==> src/gpiop_pkg.sv <==
// package for the gpio port block: register map, reset values, state layout
package gpiop_pkg;
	// ****************************************
	// register byte offsets
	// ****************************************
	localparam logic [7:0] GPIOP_OFF_P1_INPUT = 8'h00;
	localparam logic [7:0] GPIOP_OFF_P1_OUTPUT = 8'h04;
	localparam logic [7:0] GPIOP_OFF_P1_DIR = 8'h08;
	localparam logic [7:0] GPIOP_OFF_P1_PULL = 8'h0c;
	localparam logic [7:0] GPIOP_OFF_P1_EDGE = 8'h10;
	localparam logic [7:0] GPIOP_OFF_P1_IE = 8'h14;
	localparam logic [7:0] GPIOP_OFF_P1_IFG = 8'h18;
	localparam logic [7:0] GPIOP_OFF_P1_IV = 8'h1c;
	localparam logic [7:0] GPIOP_OFF_P2_INPUT = 8'h20;
	localparam logic [7:0] GPIOP_OFF_P2_OUTPUT = 8'h24;
	localparam logic [7:0] GPIOP_OFF_P2_DIR = 8'h28;
	localparam logic [7:0] GPIOP_OFF_P2_PULL = 8'h2c;
	localparam logic [7:0] GPIOP_OFF_P2_EDGE = 8'h30;
	localparam logic [7:0] GPIOP_OFF_P2_IE = 8'h34;
	localparam logic [7:0] GPIOP_OFF_P2_IFG = 8'h38;
	localparam logic [7:0] GPIOP_OFF_P2_IV = 8'h3c;
	localparam logic [7:0] GPIOP_OFF_IRQ_STATUS = 8'h40;
	localparam logic [7:0] GPIOP_OFF_IRQ_MASK = 8'h44;
	// ****************************************
	// reset values, vector step and port count
	// ****************************************
	localparam logic [7:0] GPIOP_RST_BYTE = 8'h00;
	localparam logic [15:0] GPIOP_RST_VEC = 16'h0000;
	localparam logic [1:0] GPIOP_RST_IRQ = 2'h0;
	localparam logic [15:0] GPIOP_VEC_STEP = 16'h0002;
	localparam int GPIOP_NUM_PORTS = 2;

	typedef struct packed {
		logic [7:0] input_levels;
		logic [7:0] output_levels;
		logic [7:0] direction;
		logic [7:0] pull_enable;
		logic [7:0] edge_select;
		logic [7:0] irq_enable;
		logic [7:0] irq_flags;
		logic [7:0] sync1;
		logic [7:0] sync2;
		logic [7:0] sync3;
	} gpiop_port_t;

	// pin-side signals of one port
	typedef struct packed {
		logic [7:0] out_level;
		logic [7:0] out_en_n;
		logic [7:0] pull_on;
		logic [7:0] pull_up;
	} gpiop_pins_t;

	typedef struct packed {
		gpiop_port_t [1:0] port;
		gpiop_pins_t [1:0] pins;
		logic [1:0] [15:0] vec;
		logic [1:0] port_req;
		logic [1:0] irq_status;
		logic [1:0] irq_mask;
		logic irq;
		logic [31:0] prdata;
		logic pready;
		logic pslverr;
	} gpiop_state_t;
endpackage

==> src/gpiop_top.sv <==
// gpio port pair with edge interrupts, apb slave
//
// The register offsets and register access over APB were decided locally.
`timescale 1ns/10ps
// Contract
// a pin raises its port interrupt only when its enable bit is one
// flags read one while pending; software writes may set or clear them
// edge select one sets the flag on a falling input edge
// edge select zero sets the flag on a rising input edge
// input register returns synchronised pin levels; writes ignored
// output pins drive the output register bit level
// input pin with pull enabled: output bit zero pulls down, one pulls up
// direction zero is input, one is output; resets to zero
// pull resistor only on when enabled and pin is input
// vector reads zero, or 2 to 16 for the lowest pending pin
// port request is high while any enabled flag is set
module gpiop_top
	import gpiop_pkg::*;
(
	// apb
	input wire logic pclk,
	input wire logic presetn,
	input wire logic psel,
	input wire logic penable,
	input wire logic pwrite,
	input wire logic [7:0] paddr,
	input wire logic [31:0] pwdata,
	output logic [31:0] prdata,
	output logic pready,
	output logic pslverr,
	// port 1 pins
	input wire logic [7:0] p1_pin_in,
	output logic [7:0] p1_pin_out,
	output logic [7:0] p1_pin_oe_n,
	output logic [7:0] p1_pull_on,
	output logic [7:0] p1_pull_up,
	// port 2 pins
	input wire logic [7:0] p2_pin_in,
	output logic [7:0] p2_pin_out,
	output logic [7:0] p2_pin_oe_n,
	output logic [7:0] p2_pull_on,
	output logic [7:0] p2_pull_up,
	// interrupts
	output logic [1:0] port_irq,
	output logic irq
);
	// ****************************************
	// helpers
	// ****************************************
	// priority vector: pin 0 wins
	function automatic logic [15:0] gpiop_vector(input logic [7:0] pend);
		logic [15:0] v;
		v = GPIOP_RST_VEC;
		for (int i = 7; i >= 0; i--) begin
			if (pend[i]) begin
				v = 16'(GPIOP_VEC_STEP * (i + 1));
			end
		end
		return v;
	endfunction

	// each port owns a 32-byte window
	function automatic logic [7:0] gpiop_local(input logic [7:0] a);
		return {3'h0, a[4:0]};
	endfunction

	gpiop_state_t state_reg, state_next;
	logic wr_en, rd_en;
	logic [7:0] pin_in [2];
	logic [7:0] wbyte;
	logic wr_ok;

	assign pin_in[0] = p1_pin_in;
	assign pin_in[1] = p2_pin_in;
	assign wr_en = psel && penable && pwrite;
	assign rd_en = psel && penable && !pwrite;
	assign wbyte = pwdata[7:0];
	// write lands on the edge that shows pready high; a refused transfer writes nothing
	assign wr_ok = wr_en && state_reg.pready && !state_reg.pslverr;

	// ****************************************
	// next state
	// ****************************************
	always_comb begin
		logic [7:0] rise, fall, edges, pend;
		logic [1:0] req;
		logic [7:0] la;
		int sel;
		rise = 8'h00;
		fall = 8'h00;
		edges = 8'h00;
		pend = 8'h00;
		req = 2'h0;
		la = gpiop_local(paddr);
		sel = paddr[5] ? 1 : 0;
		state_next = state_reg;
		state_next.pready = 1'b0;
		state_next.pslverr = 1'b0;
		state_next.prdata = 32'h00000000;
		for (int p = 0; p < GPIOP_NUM_PORTS; p++) begin
			state_next.port[p].sync1 = pin_in[p];
			state_next.port[p].sync2 = state_reg.port[p].sync1;
			state_next.port[p].sync3 = state_reg.port[p].sync2;
			// level taken once second and third stage agree
			for (int b = 0; b < 8; b++) begin
				if (state_reg.port[p].sync2[b] == state_reg.port[p].sync3[b]) begin
					state_next.port[p].input_levels[b] = state_reg.port[p].sync3[b];
				end
			end
			// edge detection chosen by edge select
			rise = state_next.port[p].input_levels & ~state_reg.port[p].input_levels;
			fall = ~state_next.port[p].input_levels & state_reg.port[p].input_levels;
			edges = (rise & ~state_reg.port[p].edge_select) | (fall & state_reg.port[p].edge_select);
			// software write, then hardware set wins
			if (wr_ok && paddr[7:6] == 2'h0 && sel == p) begin
				case (la)
					GPIOP_OFF_P1_OUTPUT: state_next.port[p].output_levels = wbyte;
					GPIOP_OFF_P1_DIR: state_next.port[p].direction = wbyte;
					GPIOP_OFF_P1_PULL: state_next.port[p].pull_enable = wbyte;
					GPIOP_OFF_P1_EDGE: state_next.port[p].edge_select = wbyte;
					GPIOP_OFF_P1_IE: state_next.port[p].irq_enable = wbyte;
					GPIOP_OFF_P1_IFG: state_next.port[p].irq_flags = wbyte;
					default: ;
				endcase
			end
			state_next.port[p].irq_flags = state_next.port[p].irq_flags | edges;
			// enabled flags form the port request
			pend = state_next.port[p].irq_flags & state_next.port[p].irq_enable;
			req[p] = |pend;
			// vector of lowest pending flag
			state_next.vec[p] = gpiop_vector(state_next.port[p].irq_flags);
			// driven when direction is one
			state_next.pins[p].out_level = state_next.port[p].output_levels;
			state_next.pins[p].out_en_n = ~state_next.port[p].direction;
			// pull only on input pins
			state_next.pins[p].pull_on = state_next.port[p].pull_enable & ~state_next.port[p].direction;
			state_next.pins[p].pull_up = state_next.port[p].output_levels;
		end
		// status: write one clears, new request wins
		if (wr_ok && paddr == GPIOP_OFF_IRQ_MASK) begin
			state_next.irq_mask = wbyte[1:0];
		end
		if (wr_ok && paddr == GPIOP_OFF_IRQ_STATUS) begin
			state_next.irq_status = state_reg.irq_status & ~wbyte[1:0];
		end
		state_next.irq_status = state_next.irq_status | req;
		state_next.irq = |(state_next.irq_status & state_next.irq_mask);
		state_next.port_req = req;
		// apb: one wait state, answer on second access cycle
		if (psel && penable && !state_reg.pready) begin
			state_next.pready = 1'b1;
			if (paddr[7:6] != 2'h0 && paddr != GPIOP_OFF_IRQ_STATUS && paddr != GPIOP_OFF_IRQ_MASK) begin
				state_next.pslverr = 1'b1;
			end else if (paddr[1:0] != 2'h0) begin
				state_next.pslverr = 1'b1;
			end
			if (rd_en) begin
				if (paddr == GPIOP_OFF_IRQ_STATUS) begin
					state_next.prdata = {30'h0, state_reg.irq_status};
				end else if (paddr == GPIOP_OFF_IRQ_MASK) begin
					state_next.prdata = {30'h0, state_reg.irq_mask};
				end else begin
					case (la)
						GPIOP_OFF_P1_INPUT: state_next.prdata = {24'h0, state_reg.port[sel].input_levels};
						GPIOP_OFF_P1_OUTPUT: state_next.prdata = {24'h0, state_reg.port[sel].output_levels};
						GPIOP_OFF_P1_DIR: state_next.prdata = {24'h0, state_reg.port[sel].direction};
						GPIOP_OFF_P1_PULL: state_next.prdata = {24'h0, state_reg.port[sel].pull_enable};
						GPIOP_OFF_P1_EDGE: state_next.prdata = {24'h0, state_reg.port[sel].edge_select};
						GPIOP_OFF_P1_IE: state_next.prdata = {24'h0, state_reg.port[sel].irq_enable};
						GPIOP_OFF_P1_IFG: state_next.prdata = {24'h0, state_reg.port[sel].irq_flags};
						GPIOP_OFF_P1_IV: state_next.prdata = {16'h0, state_reg.vec[sel]};
						default: state_next.prdata = 32'h00000000;
					endcase
				end
			end
		end
		if (state_next.pslverr) begin
			state_next.prdata = 32'h00000000;
		end
	end

	// ****************************************
	// registers
	// ****************************************
	// direction and enables reset to zero; undefined registers also zeroed
	always_ff @(posedge pclk or negedge presetn) begin
		if (!presetn) begin
			state_reg <= '0;
			for (int p = 0; p < GPIOP_NUM_PORTS; p++) begin
				state_reg.pins[p].out_en_n <= 8'hff;
			end
		end else begin
			state_reg <= state_next;
		end
	end

	assign prdata = state_reg.prdata;
	assign pready = state_reg.pready;
	assign pslverr = state_reg.pslverr;
	assign p1_pin_out = state_reg.pins[0].out_level;
	assign p1_pin_oe_n = state_reg.pins[0].out_en_n;
	assign p1_pull_on = state_reg.pins[0].pull_on;
	assign p1_pull_up = state_reg.pins[0].pull_up;
	assign p2_pin_out = state_reg.pins[1].out_level;
	assign p2_pin_oe_n = state_reg.pins[1].out_en_n;
	assign p2_pull_on = state_reg.pins[1].pull_on;
	assign p2_pull_up = state_reg.pins[1].pull_up;
	assign irq = state_reg.irq;
	assign port_irq = state_reg.port_req;

	// ****************************************
	// checks
	// ****************************************
	AST_DIR_OE: assert property (@(posedge pclk) disable iff (!presetn)
		p1_pin_oe_n == ~state_reg.port[0].direction) else $error("output enable mismatch");
	AST_OUT_LVL: assert property (@(posedge pclk) disable iff (!presetn)
		p1_pin_out == state_reg.port[0].output_levels) else $error("pin level mismatch");
	AST_PULL_IN: assert property (@(posedge pclk) disable iff (!presetn)
		(p1_pull_on & state_reg.port[0].direction) == 8'h00) else $error("pull on output pin");
	AST_PULL_SEL: assert property (@(posedge pclk) disable iff (!presetn)
		p2_pull_up == state_reg.port[1].output_levels) else $error("pull select mismatch");
	AST_RISE: assert property (@(posedge pclk) disable iff (!presetn)
		($rose(state_reg.port[0].input_levels[0]) && !$past(state_reg.port[0].edge_select[0]))
		|-> state_reg.port[0].irq_flags[0]) else $error("rising edge lost");
	AST_FALL: assert property (@(posedge pclk) disable iff (!presetn)
		($fell(state_reg.port[0].input_levels[0]) && $past(state_reg.port[0].edge_select[0]))
		|-> state_reg.port[0].irq_flags[0]) else $error("falling edge lost");
	AST_ENABLE: assert property (@(posedge pclk) disable iff (!presetn)
		(state_reg.port[0].irq_enable == 8'h00) |-> !port_irq[0]) else $error("masked pin raised request");
	AST_REQ: assert property (@(posedge pclk) disable iff (!presetn)
		port_irq[1] |-> state_reg.irq_status[1]) else $error("status not set");
	AST_VEC0: assert property (@(posedge pclk) disable iff (!presetn)
		state_reg.port[0].irq_flags[0] |-> state_reg.vec[0] == 16'h0002) else $error("vector priority wrong");
	AST_INPUT: assert property (@(posedge pclk) disable iff (!presetn)
		(state_reg.port[0].sync2 == state_reg.port[0].sync3) |=> state_reg.port[0].input_levels ==
		$past(state_reg.port[0].sync3)) else $error("input level stale");
	AST_FLAGW: assert property (@(posedge pclk) disable iff (!presetn)
		(wr_en && pready && !pslverr && paddr == GPIOP_OFF_P1_IFG) |=>
		(($past(pwdata[7:0]) & ~state_reg.port[0].irq_flags) == 8'h00)) else $error("flag write lost");

	// ****************************************
	// pin side checks, both ports
	// ****************************************
	AST_DIR_OE2: assert property (@(posedge pclk) disable iff (!presetn)
		p2_pin_oe_n == ~state_reg.port[1].direction)
		else $error("output enable mismatch on port 2");
	AST_OUT_LVL2: assert property (@(posedge pclk) disable iff (!presetn)
		p2_pin_out == state_reg.port[1].output_levels)
		else $error("pin level mismatch on port 2");
	AST_PULL_IN2: assert property (@(posedge pclk) disable iff (!presetn)
		(p2_pull_on & state_reg.port[1].direction) == 8'h00)
		else $error("pull on output pin of port 2");
	AST_PULL_ON1: assert property (@(posedge pclk) disable iff (!presetn)
		p1_pull_on == (state_reg.port[0].pull_enable & ~state_reg.port[0].direction))
		else $error("pull enable mismatch on port 1");
	AST_PULL_ON2: assert property (@(posedge pclk) disable iff (!presetn)
		p2_pull_on == (state_reg.port[1].pull_enable & ~state_reg.port[1].direction))
		else $error("pull enable mismatch on port 2");
	AST_PULL_SEL1: assert property (@(posedge pclk) disable iff (!presetn)
		p1_pull_up == state_reg.port[0].output_levels)
		else $error("pull select mismatch on port 1");
	AST_INPUT2: assert property (@(posedge pclk) disable iff (!presetn)
		(state_reg.port[1].sync2 == state_reg.port[1].sync3) |=> state_reg.port[1].input_levels == $past(state_reg.port[1].sync3))
		else $error("input level stale on port 2");

	// ****************************************
	// interrupt checks
	// ****************************************
	AST_RISE2: assert property (@(posedge pclk) disable iff (!presetn)
		($rose(state_reg.port[1].input_levels[7]) && !$past(state_reg.port[1].edge_select[7])) |-> state_reg.port[1].irq_flags[7])
		else $error("rising edge lost on port 2");
	AST_FALL2: assert property (@(posedge pclk) disable iff (!presetn)
		($fell(state_reg.port[1].input_levels[0]) && $past(state_reg.port[1].edge_select[0])) |-> state_reg.port[1].irq_flags[0])
		else $error("falling edge lost on port 2");
	AST_ENABLE2: assert property (@(posedge pclk) disable iff (!presetn)
		(state_reg.port[1].irq_enable == 8'h00) |-> !port_irq[1])
		else $error("masked pin raised request on port 2");
	AST_REQ_EQ0: assert property (@(posedge pclk) disable iff (!presetn)
		port_irq[0] == |(state_reg.port[0].irq_flags & state_reg.port[0].irq_enable))
		else $error("port 1 request mismatch");
	AST_REQ_EQ1: assert property (@(posedge pclk) disable iff (!presetn)
		port_irq[1] == |(state_reg.port[1].irq_flags & state_reg.port[1].irq_enable))
		else $error("port 2 request mismatch");
	AST_REQ0: assert property (@(posedge pclk) disable iff (!presetn)
		port_irq[0] |-> state_reg.irq_status[0])
		else $error("status not set for port 1");
	AST_IRQ_MASK: assert property (@(posedge pclk) disable iff (!presetn)
		irq == |(state_reg.irq_status & state_reg.irq_mask))
		else $error("interrupt line mismatch");
	AST_STICKY0: assert property (@(posedge pclk) disable iff (!presetn)
		$fell(state_reg.irq_status[0]) |-> $past(wr_en))
		else $error("status 0 cleared without write");
	AST_STICKY1: assert property (@(posedge pclk) disable iff (!presetn)
		$fell(state_reg.irq_status[1]) |-> $past(wr_en))
		else $error("status 1 cleared without write");
	// a flag only moves on an edge of its pin or on a software write
	AST_FLAG_SRC0: assert property (@(posedge pclk) disable iff (!presetn)
		$rose(state_reg.port[0].irq_flags[0]) |-> ($past(wr_en) || $changed(state_reg.port[0].input_levels[0])))
		else $error("port 1 flag set without cause");
	AST_FLAG_SRC1: assert property (@(posedge pclk) disable iff (!presetn)
		$rose(state_reg.port[1].irq_flags[7]) |-> ($past(wr_en) || $changed(state_reg.port[1].input_levels[7])))
		else $error("port 2 flag set without cause");
	AST_FLAG_HOLD0: assert property (@(posedge pclk) disable iff (!presetn)
		$fell(state_reg.port[0].irq_flags[0]) |-> $past(wr_en))
		else $error("port 1 flag dropped without write");
	AST_FLAG_HOLD1: assert property (@(posedge pclk) disable iff (!presetn)
		$fell(state_reg.port[1].irq_flags[0]) |-> $past(wr_en))
		else $error("port 2 flag dropped without write");
	AST_FLAGW2: assert property (@(posedge pclk) disable iff (!presetn)
		(wr_en && pready && !pslverr && paddr == GPIOP_OFF_P2_IFG) |=>
		(($past(pwdata[7:0]) & ~state_reg.port[1].irq_flags) == 8'h00)) else $error("port 2 flag write lost");
	// vector: pin 0 first, value twice the pin number plus two
	AST_VEC_NONE0: assert property (@(posedge pclk) disable iff (!presetn)
		(state_reg.port[0].irq_flags == 8'h00) |-> state_reg.vec[0] == 16'h0000)
		else $error("port 1 vector not zero");
	AST_VEC_NONE1: assert property (@(posedge pclk) disable iff (!presetn)
		(state_reg.port[1].irq_flags == 8'h00) |-> state_reg.vec[1] == 16'h0000)
		else $error("port 2 vector not zero");
	AST_VEC_EVEN0: assert property (@(posedge pclk) disable iff (!presetn)
		state_reg.vec[0][0] == 1'b0 && state_reg.vec[0] <= 16'h0010)
		else $error("port 1 vector out of range");
	AST_VEC_EVEN1: assert property (@(posedge pclk) disable iff (!presetn)
		state_reg.vec[1][0] == 1'b0 && state_reg.vec[1] <= 16'h0010)
		else $error("port 2 vector out of range");
	AST_VEC_P0: assert property (@(posedge pclk) disable iff (!presetn)
		state_reg.port[1].irq_flags[0] |-> state_reg.vec[1] == 16'h0002)
		else $error("port 2 vector pin 0 wrong");
	AST_VEC_P1: assert property (@(posedge pclk) disable iff (!presetn)
		(state_reg.port[1].irq_flags[1:0] == 2'h2) |-> state_reg.vec[1] == 16'h0004)
		else $error("port 2 vector pin 1 wrong");
	AST_VEC_P2: assert property (@(posedge pclk) disable iff (!presetn)
		(state_reg.port[1].irq_flags[2:0] == 3'h4) |-> state_reg.vec[1] == 16'h0006)
		else $error("port 2 vector pin 2 wrong");
	AST_VEC_P3: assert property (@(posedge pclk) disable iff (!presetn)
		(state_reg.port[1].irq_flags[3:0] == 4'h8) |-> state_reg.vec[1] == 16'h0008)
		else $error("port 2 vector pin 3 wrong");
	AST_VEC_P4: assert property (@(posedge pclk) disable iff (!presetn)
		(state_reg.port[1].irq_flags[4:0] == 5'h10) |-> state_reg.vec[1] == 16'h000a)
		else $error("port 2 vector pin 4 wrong");
	AST_VEC_P5: assert property (@(posedge pclk) disable iff (!presetn)
		(state_reg.port[1].irq_flags[5:0] == 6'h20) |-> state_reg.vec[1] == 16'h000c)
		else $error("port 2 vector pin 5 wrong");
	AST_VEC_P6: assert property (@(posedge pclk) disable iff (!presetn)
		(state_reg.port[1].irq_flags[6:0] == 7'h40) |-> state_reg.vec[1] == 16'h000e)
		else $error("port 2 vector pin 6 wrong");
	AST_VEC_P7: assert property (@(posedge pclk) disable iff (!presetn)
		(state_reg.port[1].irq_flags == 8'h80) |-> state_reg.vec[1] == 16'h0010)
		else $error("port 2 vector pin 7 wrong");
endmodule

==> config.mk <==
export PLATFORM = sky130hd
export DESIGN_NAME = gpiop_top
export DESIGN_NICKNAME = d
export VERILOG_FILES = /design/src/gpiop_pkg.sv /design/src/gpiop_top.sv
export SDC_FILE = /design/constraint.sdc
export NUM_CORES = 1
export LEC_CHECK = 0
export ABC_AREA = 1
export BUFFER_PORTS_ARGS = -buffer_cell sky130_fd_sc_hd__buf_2
export CORE_AREA = 4 4 146 148
export DETAILED_ROUTE_END_ITERATION = 8
export DIE_AREA = 0 0 150 152
export PLACE_DENSITY = 0.75
export SYNTH_ARGS = -nofsm -noshare
export SYNTH_HDL_FRONTEND = slang
export SYNTH_SLANG_ARGS = --single-unit
==> constraint.sdc <==
create_clock -name pclk -period 1.7 [get_ports pclk]
set_input_delay 0.085 -clock pclk [delete_from_list [all_inputs] [get_ports pclk]]
set_output_delay 0.085 -clock pclk [all_outputs]
set_load 0.01 [all_outputs]
---- After elaboration in Yosys (flattened, before gate mapping) ----
Index checks and enable logic that the tools add are counted.
storage, ports and cells
  register bits after elaboration ......... 265
  output and inout port bits .............. 101
operators by class
  order comparisons ....................... 1
  multiplexer cells ....................... 61
  reduce and logical (&&, ||, !) cells .... 28
  bitwise operators ....................... 28
  eq/ne operators ......................... 28
operators with widths
  kind                                           count
  two-way mux 16 bit                             20
  two-way mux 80 bit                             3
  case mux 16 bit (8 select lines)               1
  AND 8 bit                                      12
  two-way mux 40 bit                             2
  two-way mux 8 bit                              10
  NOT 8 bit                                      8
  zero test 32 bit                               1
  two-way mux 32 bit                             1
  bitwise OR 8 bit                               4
  == test 5 bit, second input constant           4
  two-way mux 1 bit                              19
  two-way mux 18 bit                             1
  == test 1 bit                                  16
  == test 8 x 7 -> 1 bit, second input constant  2
  != test 8 x 7 -> 1 bit, second input constant  2
  OR reduction 8 bit                             2
  logical AND 1 bit                              13
  == test 5 x 4 -> 1 bit, second input constant  2
  two-way mux 5 bit                              2
  AND reduction 2 bit                            4
  == test 5 x 3 -> 1 bit, second input constant  1
  zero test 5 bit                                1
  AND 2 bit                                      2
  9 further kinds                                13

---- Depth between registers and ports, before layout ----
Gate-level depths: netlist of the first run.
  word-level depth ........................ 16
  mapped depth ............................ 15
  mapped depth without buffers ............ 14

---- Worst setup path before layout of the first run ----
No wires, ideal clock.
  path type ............................... reg2reg
  from .................................... register state_reg, in the netlist pready
  to ...................................... register state_reg, in the netlist irq
  clock period less this slack ............ 1735 ps
  path buffers ............................ 1
  slack ................................... -35 ps
  stages on the path, launching flop included .. 13
  arrival time ............................ 1618 ps
  cells stage by stage .................... dfrtp_1 > nand2_1 > inv_1 > nand4_1 > clkbuf_1 > a21oi_1 > nand2_1 > nand2_1 > nand2_1 > nor2_1 > nand3_1 > nand2_1 > nand2_1
RTL lines
  element                 RTL line          source
  start, declared         gpiop_top.sv:67   gpiop_state_t state_reg, state_next;
  start signal, assigned  gpiop_top.sv:193  state_reg <= state_next;

==> impl_metrics.yaml, run 1 <==
yosys:
  synth_top_area_cell: "dfrtp_1"
  yosys-top-cells-area: "dfrtp_1 50%, nand2_1 12%, buf_4 7.6%, inv_1 5.0%, o21ai_0 4.4%"
  yosys_warnings: 0
  synth_cell_types: 42
  synth_area_per_cell_sq_um: 8.485
  netlist_instances: 1194
  synth-seq-cells: 217
  netlist_area_sq_um: 10130
  ys_seq_area_frac: 0.5380
  yosys.area.top_type_share: 0.4965
critical_path:
  cp_max_fo: 4
  rr_endpoint: "irq"
  critical_path_required_ps: 2100
  r2r_cells: 13
  crit_path_start: "pslverr"
  criticalPathCategory: "register to register"
  worstSetupEndpointType: "register"
  startpoint_type: "register"
  endpoint: "irq"
  ff2ff_setup_slack_ps: -200
  arrival_ps: 2300
  reg2reg_from: "pslverr"
final_layout:
  largest_reg_flops: 124
  antenna_cells: 0
  syn2layout_area_growth_pct: 32.37
  utilization: 0.6692
  drive_above_1_share: 0.3226
  nets: 1470
floorplan:
  core_sq_um: 20040
  die_h_um: 152
  die_area_sq_um: 22800
  start_util: 0.5056
  io_pins: 162
  rows: 52
  die_x_um: 150
routing:
  wl_um: 30110
  ant_nets: 0
  wire_per_inst_um: 17.76
  top_layer: "met4"
  viasPerCell: 5.234
  first_pass_iters: 5
  wl_met1_um: 11940
  vias: 8877
  wl_met3_um: 2324
  drtIter0Drc: 703
  drc: 0
  dr_wl_met2_um: 14680
sta:
  setup_violations: 38
  finalMaxSlewViolations: 0
  timing.final.crit_share: 1.119
  hold_viol: 0
  setup_ws_ps: -201.6
  worstMarginPinSlew_ps: 524.3
  fmax_ghz: 0.5259
  grt_setup_unrepaired: "true"
  relSlewSlack: 0.6468
  fin_skew_ps: 16.67
  tns_ps: -3526
  period_needed_ps: 1902
cts:
  cts_tree: "done"
  clock_path_buffers: 3
  clkSinkCount: 217
  cts_buffers: 23
  clk_pin_slew_ps: 60
  clock_latency_ps: 520
  htree_levels: 1
  cts_root_buf: "clkbuf_16"
placement:
  port_buffers: 113
  dp_hpwl_um: 20730
  place.gp.congestion: 0.9353
job:
  max_cap_viol_count: 0
grt:
  grt_pass1_vias: 8428
  grt_start_max_net_pins: 53
  antenna_found_initial: 0
  grt-ovfl-total: 0
  grt_use_total: 0.2498
  grt_pass1_wl_um: 45060
hold_path:
  hp-class: "input port to async pin"
power:
  peakVddDrop_mv: 0.9256
  powerDensity_nw_per_um2: 884.3
  p_leak_nw: 6.931
run_status:
  status: "complete, but fails checks"
  failed_checks: "setup timing"
## routing by layer
layer	vias up	track usage
li1	4128	-
met4	0	0.08235
met3	88	0.03873
met5	-	0
met1	4202	0.3333
met2	459	0.4182
## how the worst min path moves through the flow
stage                  from              end  slack, ps
floorplan           presetn              irq       -210
global placement    presetn  state_next[225]         -3
detailed placement  presetn  state_next[225]       -0.6
global route        presetn   state_reg[209]         70
finish              presetn   state_reg[252]         60
CTS                 presetn   state_reg[209]         50
## per-stage QoR
stage / hold slack (ps) / instances / area [sq um] / power [mW] / setup slack, ps
3_5_place_dp: -0.5669 / 1605 / 11440 / 6.243 / -282.3
5_1_grt: 69.47 / 1696 / 13410 / 12.26 / -301.5
6_report: 61.65 / 1696 / 13410 / 11.86 / -201.6
2_1_floorplan: -210.6 / 1217 / 10220 / 5.848 / -1.113
4_1_cts: 47.82 / 1682 / 12860 / 11.89 / -126.4
3_3_place_gp: -3.258 / 1605 / 11440 / 6.218 / -233.0
## cells by family after synthesis
kind of cell               Yosys count  synth area share
buffers and inverters              277            0.1436
other                                1         0.0003702
AOI/OAI and AO/OA                  206            0.1094
DFF                                217            0.5380
adders and majority gates            1         0.0009881
and+or+nand+nor                    490            0.2056
muxes                                2          0.001976
## where the power goes
group	leakage [nW]	switching [mW]	total (mW)	internal, mW
clock	0.422	2.06	5.59	3.54
combinational	3.90	0.543	0.867	0.324
sequential	2.61	0.0971	5.40	5.30
total	6.93	2.70	11.9	9.16
## final cells by class
type	count	area [sq um]
fillers	1562	6629
flip-flops and latches	217	5450
multi-input cells	723	3851
repair buffers	299	2359
clock buffers	29	628.1
inverters	145	561.8
well taps	270	337.8
clock inverters	13	222.7
## cell usage in the layout (no fill, tap or decap), types with 4 or more instances in the layout
master	n
o21ai_2	19
a21oi_1	76
nor2_4	15
nand3_2	8
nand4_1	23
a31oi_1	5
nand2_1	280
nand2_4	10
buf_2	112
nand3b_1	4
nor2_2	10
nor3_1	9
o21ai_1	4
o21ai_0	62
inv_2	11
nand2_2	28
clkbuf_16	24
bufinv_16	6
buf_6	23
dfrtp_1	201
dlygate4sd3_1	27
o2111ai_1	6
buf_4	117
inv_1	129
nand3_1	29
o21ai_4	5
nor2_1	61
conb_1	24
nand3_4	5
dfstp_2	16
o22ai_1	7
clkinv_2	5
buf_12	16
a21oi_2	7
## timing repair
action	in CTS	in global routing
setup buffers	8	13
hold buffers	27	0
gates cloned	1	1
setup endpoints to repair	53	79
pin swaps	18	29
gates resized for setup	86	118
endpoints found under the hold margin	244	0
## cells in the mapped netlist, drive strengths merged
cell type    n
dfrtp      201
o221ai       2
nand4       23
nand3       42
and3         1
a31oi        5
buf        118
o2111ai      6
clkbuf      14
inv        142
dfstp       16
o21ai       90
or2          4
clkinv       3
a32o         1
nor2        86
nor3        11
a211oi       1
maj3         1
mux2i        2
nand3b       4
o22ai       11
o211ai       1
o21bai       2
conb         1
a21oi       83
a22oi        2
a221oi       2
nand2      319
## critical path, cell delays in order (launching register included)
cell     delay (ps)
dfrtp_1         400
nor2_4          140
nand3_2         110
buf_4           160
nor2_4          170
nand2_4          90
nand2_1          60
nand2_1          90
nand2_1          90
nand2_1          80
nor2_4          160
nand3_2          90
nand2_1          90
nand2_2          50
Power figures use the tool's default switching activity.
==> run 2, diff against run 1 <==
==> constraint.sdc (replaced) <==
create_clock -name pclk -period 1.55 [get_ports pclk]
set_input_delay 0.0775 -clock pclk [delete_from_list [all_inputs] [get_ports pclk]]
set_output_delay 0.0775 -clock pclk [all_outputs]
set_load 0.01 [all_outputs]
==> impl_metrics.yaml, run 2 (synthesized netlist as in run 1, its figures left out) <==
final_layout:
  syn2layout_area_growth_pct: 33.65
  fin_cells: 1716
  fillerInstances: 1555
  utilization: 0.6757
  largest_reg_flops: 124
  antenna_cells: 0
  mostFrequentLayoutCells: "278 x nand2_1, 201 x dfrtp_1, 131 x inv_1, 124 x buf_4, 112 x buf_2"
  nets: 1491
  layout_commonest_cell: "nand2_1"
  multi_input_area_sq_um: 3842
  drive_above_1_share: 0.3320
  seq_area_sq_um: 5450
cts:
  cts_buffers: 23
  clk_pin_slew_ps: 60
  htree_levels: 1
  cts_root_buf: "clkbuf_16"
  clkSinkCount: 217
  cts_tree: "done"
  clock_path_buffers: 3
  clock_latency_ps: 510
floorplan:
  die_x_um: 150
  die_h_um: 152
  io_pins: 162
  start_util: 0.5056
  core_sq_um: 20040
  die_area_sq_um: 22800
  rows: 52
critical_path:
  cp_max_fo: 8
  worstSetupEndpointType: "register"
  arrival_ps: 2330
  criticalPathCategory: "register to register"
  startpoint_type: "register"
  critical_path_required_ps: 2000
job:
  max_cap_viol_count: 0
power:
  powerDensity_nw_per_um2: 902.0
  peakVddDrop_mv: 0.7781
  p_leak_nw: 6.923
  total_power_mw: 12.21
placement:
  port_buffers: 113
  dp_hpwl_um: 20600
  dpl.cell_count: 1624
  place.gp.congestion: 1.044
routing:
  wire_per_inst_um: 17.69
  drc: 0
  vias: 9007
  ant_nets: 0
  first_pass_iters: 5
  viasPerCell: 5.249
  drtIter0Drc: 690
  wl_um: 30350
sta:
  grt_setup_unrepaired: "true"
  worstMarginPinSlew_ps: 521.2
  finalMaxSlewViolations: 0
  setup_violations: 94
  relSlewSlack: 0.6489
  fin_skew_ps: 11.48
  hold_viol: 0
  hold_ws_ps: 59.94
  period_needed_ps: 1878
  setup_ws_ps: -328.4
  timing.final.crit_share: 1.212
  fmax_ghz: 0.5324
run_status:
  status: "complete, but fails checks"
  failed_checks: "setup timing"
hold_path:
  hp-class: "input port to async pin"
grt:
  grt-ovfl-total: 0
  grt_start_max_net_pins: 51
  grt_pass1_vias: 8796
  grt_pass1_wl_um: 46150
  antenna_found_initial: 0
  grt_use_total: 0.2556
## run 2: changes by cell type in the layout (fill, tap and decap cells not counted), sizes merged
cell	change
buf	+21
bufinv	-5
clkbuf	+4
clkinv	+1
clkinvlp	+1
inv	-2
## run 2: through the flow
step / setup WS, ps / TNS (ps) / area, sq um
floorplan: -113.7 / -1402 / 10270
global placement: -379.5 / -12750 / 11630
detailed placement: -366.8 / -14540 / 11630
CTS: -307.5 / -9619 / 13040
global route: -425.6 / -17120 / 13540
finish: -328.4 / -11050 / 13540
## run 2: layout make-up
class                   instances  share of cell area
inverters                     145             0.04149
repair buffers                320              0.1938
clock buffers                  33             0.04823
multi-input cells             723              0.2838
flip-flops and latches        217              0.4025
clock inverters                 8            0.005267
well taps                     270             0.02495
## run 2: path summary, 6_finish.rpt
path	start	to	slack, ps	cells past startpoint
hold / removal	presetn	state_next[145]	60	2
setup / recovery	pslverr	state_reg[45]	-330	10
min in group pclk	pwrite	state_reg[35]	100	5
hold reg to reg	state_next[225]	state_next[217]	350	0
max in group asynchronous	presetn	p1_pin_oe_n[5]	830	3
setup reg to reg	pslverr	state_reg[45]	-330	10
## run 2: worst max-delay path: stages (launching register included)
cell and delay, ps:
dfrtp_1 410, nor2_4 140, nand4_1 170, buf_12 200, buf_8 140, nand2_1 70
nand3_2 90, or2_1 280, nor3_2 160, nand2_1 70, nor2_1 80
## run 2: what timing repair did
item	CTS	global route
hold buffers	27	0
gates resized for setup	87	130
cloned	3	2
buffers inserted	13	7
endpoints found under the hold margin	244	0
pin swaps	10	18
setup endpoints to repair	83	124
## run 2: metal layers
metal,GRT usage,part of all wire,vias up
met5,0,0,-
met4,0.1046,0.039,0
met3,0.04796,0.091,87
met2,0.4159,0.48,440
met1,0.3373,0.39,4303
li1,-,-,4177
## run 2: where the power goes
part | internal, mW | leakage (nW) | switching, mW
Sequential | 5.81 | 2.61 | 0.107
Clock | 3.09 | 0.357 | 2.23
Combinational | 0.374 | 3.96 | 0.597
==> run 3, diff against run 2 <==
--- a/config.mk
+++ b/config.mk
@@ -7,10 +7,12 @@
 export LEC_CHECK = 0
 export ABC_AREA = 1
 export BUFFER_PORTS_ARGS = -buffer_cell sky130_fd_sc_hd__buf_2
-export CORE_AREA = 4 4 146 148
+export CELL_PAD_IN_SITES_DETAIL_PLACEMENT = 1
+export CELL_PAD_IN_SITES_GLOBAL_PLACEMENT = 1
+export CORE_AREA = 4 4 169 171
 export DETAILED_ROUTE_END_ITERATION = 8
-export DIE_AREA = 0 0 150 152
-export PLACE_DENSITY = 0.75
+export DIE_AREA = 0 0 173 175
+export PLACE_DENSITY_LB_ADDON = 0.1
 export SYNTH_ARGS = -nofsm -noshare
 export SYNTH_HDL_FRONTEND = slang
 export SYNTH_SLANG_ARGS = --single-unit
==> impl_metrics.yaml, run 3 (synthesized netlist as in run 1, its figures left out) <==
sta:
  finalMaxSlewViolations: 0
  setup_ws_ps: -416.9
  setup_violations: 117
  timing.final.crit_share: 1.269
  grt_setup_unrepaired: "true"
  fin_skew_ps: 15.61
  worstMarginPinSlew_ps: 499.0
  fmax_ghz: 0.5084
  period_needed_ps: 1967
  relSlewSlack: 0.6638
  hold_ws_ps: 76.43
  hold_viol: 0
routing:
  wl_um: 35360
  viasPerCell: 4.956
  wire_per_inst_um: 19.50
  drc: 0
  drtIter0Drc: 444
  vias: 8986
  first_pass_iters: 5
  ant_nets: 0
critical_path:
  critical_path_required_ps: 1960
  worstSetupEndpointType: "register"
  slowest_delay_ps: 390
  cp_max_fo: 7
  crit_top_cell: "nand2_2"
  cp_cell_sequence: "nor2_2 -> buf_4 -> nand4_1 -> buf_6 -> buf_12 -> nand2_2 -> inv_2 -> nor2_2 -> nand2_2 -> nand2_2 -> nand2_2 -> nor2_4 -> nand3_2 -> nand2_1 -> nand2_1"
  crit_path_start: "pslverr"
  r2r_cells: 15
  ff2ff_setup_slack_ps: -420
  arrival_ps: 2380
  startpoint_type: "register"
  slowest_stage: "dfrtp_1"
  rr_endpoint: "irq"
  reg2reg_from: "pslverr"
  endpoint: "irq"
  criticalPathCategory: "register to register"
run_status:
  failed_checks: "setup timing"
  status: "complete, but fails checks"
grt:
  grt_use_total: 0.2269
  grt_start_max_net_pins: 54
  grt-ovfl-total: 0
  antenna_found_initial: 0
  grt_pass1_wl_um: 54600
  grt_pass1_vias: 9541
floorplan:
  io_pins: 162
  die_x_um: 173
  start_util: 0.3770
  die_area_sq_um: 30280
  rows: 60
  core_sq_um: 26880
  die_h_um: 175
cts:
  cts_tree: "done"
  clk_pin_slew_ps: 60
  clkSinkCount: 217
  cts_root_buf: "clkbuf_16"
  htree_levels: 1
  cts_buffers: 26
  clock_latency_ps: 530
  clock_path_buffers: 3
power:
  clockPowerShare: 0.463
  p_int_mw: 9.901
  powerDensity_nw_per_um2: 903.6
  switching_share: 0.2377
  p_sw_mw: 3.088
  seqPwrFrac: 0.456
  combPwrFrac: 0.081
  peakVddDrop_mv: 0.7538
  p_leak_nw: 7.231
final_layout:
  layout_commonest_cell: "nand2_1"
  nets: 1513
  mostFrequentLayoutCells: "250 x nand2_1, 201 x dfrtp_1, 129 x buf_4, 126 x inv_1, 112 x buf_2"
  antenna_cells: 0
  drive_above_1_share: 0.3750
  fin_area_sq_um: 14380
  fillerInstances: 3120
  syn2layout_area_growth_pct: 41.89
  largest_reg_flops: 124
hold_path:
  hp-class: "input port to async pin"
placement:
  dp_hpwl_um: 24460
  place.gp.congestion: 0.8638
  placed_cell_area_sq_um: 11740
  port_buffers: 113
job:
  max_cap_viol_count: 0
## run 3: changes by cell type in the layout (fill, tap and decap cells not counted), moves of 6 or more
| cell | previous run | this run |
|---|---|---|
| nor2_2 | 14 | 7 |
| nor2_4 | 12 | 20 |
| nand2_2 | 31 | 47 |
| nand2_1 | 278 | 250 |
| buf_6 | 29 | 37 |
| o21ai_2 | 18 | 28 |
| nand2_4 | 8 | 19 |
| o21ai_0 | 56 | 42 |
| clkbuf_1 | 6 | 12 |
## run 3: per-layer routing
metal  vias to the layer above  track usage  share of wire
li1                       4222            -              -
met1                      4521       0.2999           0.44
met2                       187       0.3957           0.50
met3                        56      0.02964          0.040
met4                         0      0.05953          0.028
met5                         -            0              0
## run 3: critical path: cells and delay by family (launching register included)
family | cells | cell delay [ps]
DFF | 1 | 390
and+or+nand+nor | 11 | 970
buffers and inverters | 4 | 470
## run 3: how the worst min path moves through the flow
stage	slack [ps]	depth (start not counted)	end
3_5_place_dp	40	1	state_reg[199]
4_1_cts	80	2	state_reg[279]
2_1_floorplan	-220	0	irq
3_3_place_gp	40	1	p1_pull_on[6]
5_1_grt	100	2	state_reg[199]
6_report	80	2	state_reg[279]
## run 3: timing repair
item / 4_1_cts / 5_1_grt
hold buffers: 27 / 0
pin swaps: 18 / 55
setup buffers: 22 / 19
gates cloned: 6 / 0
endpoints found under the hold margin: 254 / 0
gates resized for setup: 183 / 160
endpoints found under the setup margin: 95 / 128
## run 3: final cells by class
cell class / instances / area [sq um] / area share
timing repair buffer: 339 / 2874 / 0.1999
sequential: 217 / 5450 / 0.3791
multi-input combinational: 723 / 4215 / 0.2932
clock buffer: 42 / 762.0 / 0.05301
inverter: 145 / 564.3 / 0.03926
tap: 341 / 426.7 / 0.02968
clock inverter: 6 / 82.58 / 0.005745
## run 3: per-stage QoR
| step | std cells | setup slack (ps) | util | TNS, ps | total power [mW] |
|---|---|---|---|---|---|
| after global placement | 1698 | -379.3 | 0.4369 | -14620 | 6.907 |
| after detailed placement | 1698 | -429.4 | 0.4369 | -19210 | 6.937 |
| after global routing | 1813 | -521.4 | 0.5349 | -36200 | 13.53 |
| after floorplan | 1217 | -113.7 | - | -1402 | 6.417 |
| final | 1813 | -416.9 | 0.5349 | -26500 | 12.99 |
| after CTS | 1800 | -361.8 | 0.5119 | -18360 | 13.09 |
## run 3: power groups by stage
stage	sequential, mW	clock [mW]	combinational [mW]
finish	5.93	6.01	1.05
global route	5.94	6.43	1.16
CTS	5.92	6.16	1.00
detailed placement	6.02	0	0.915
global placement	6.01	0	0.894
floorplan	6.00	0	0.422
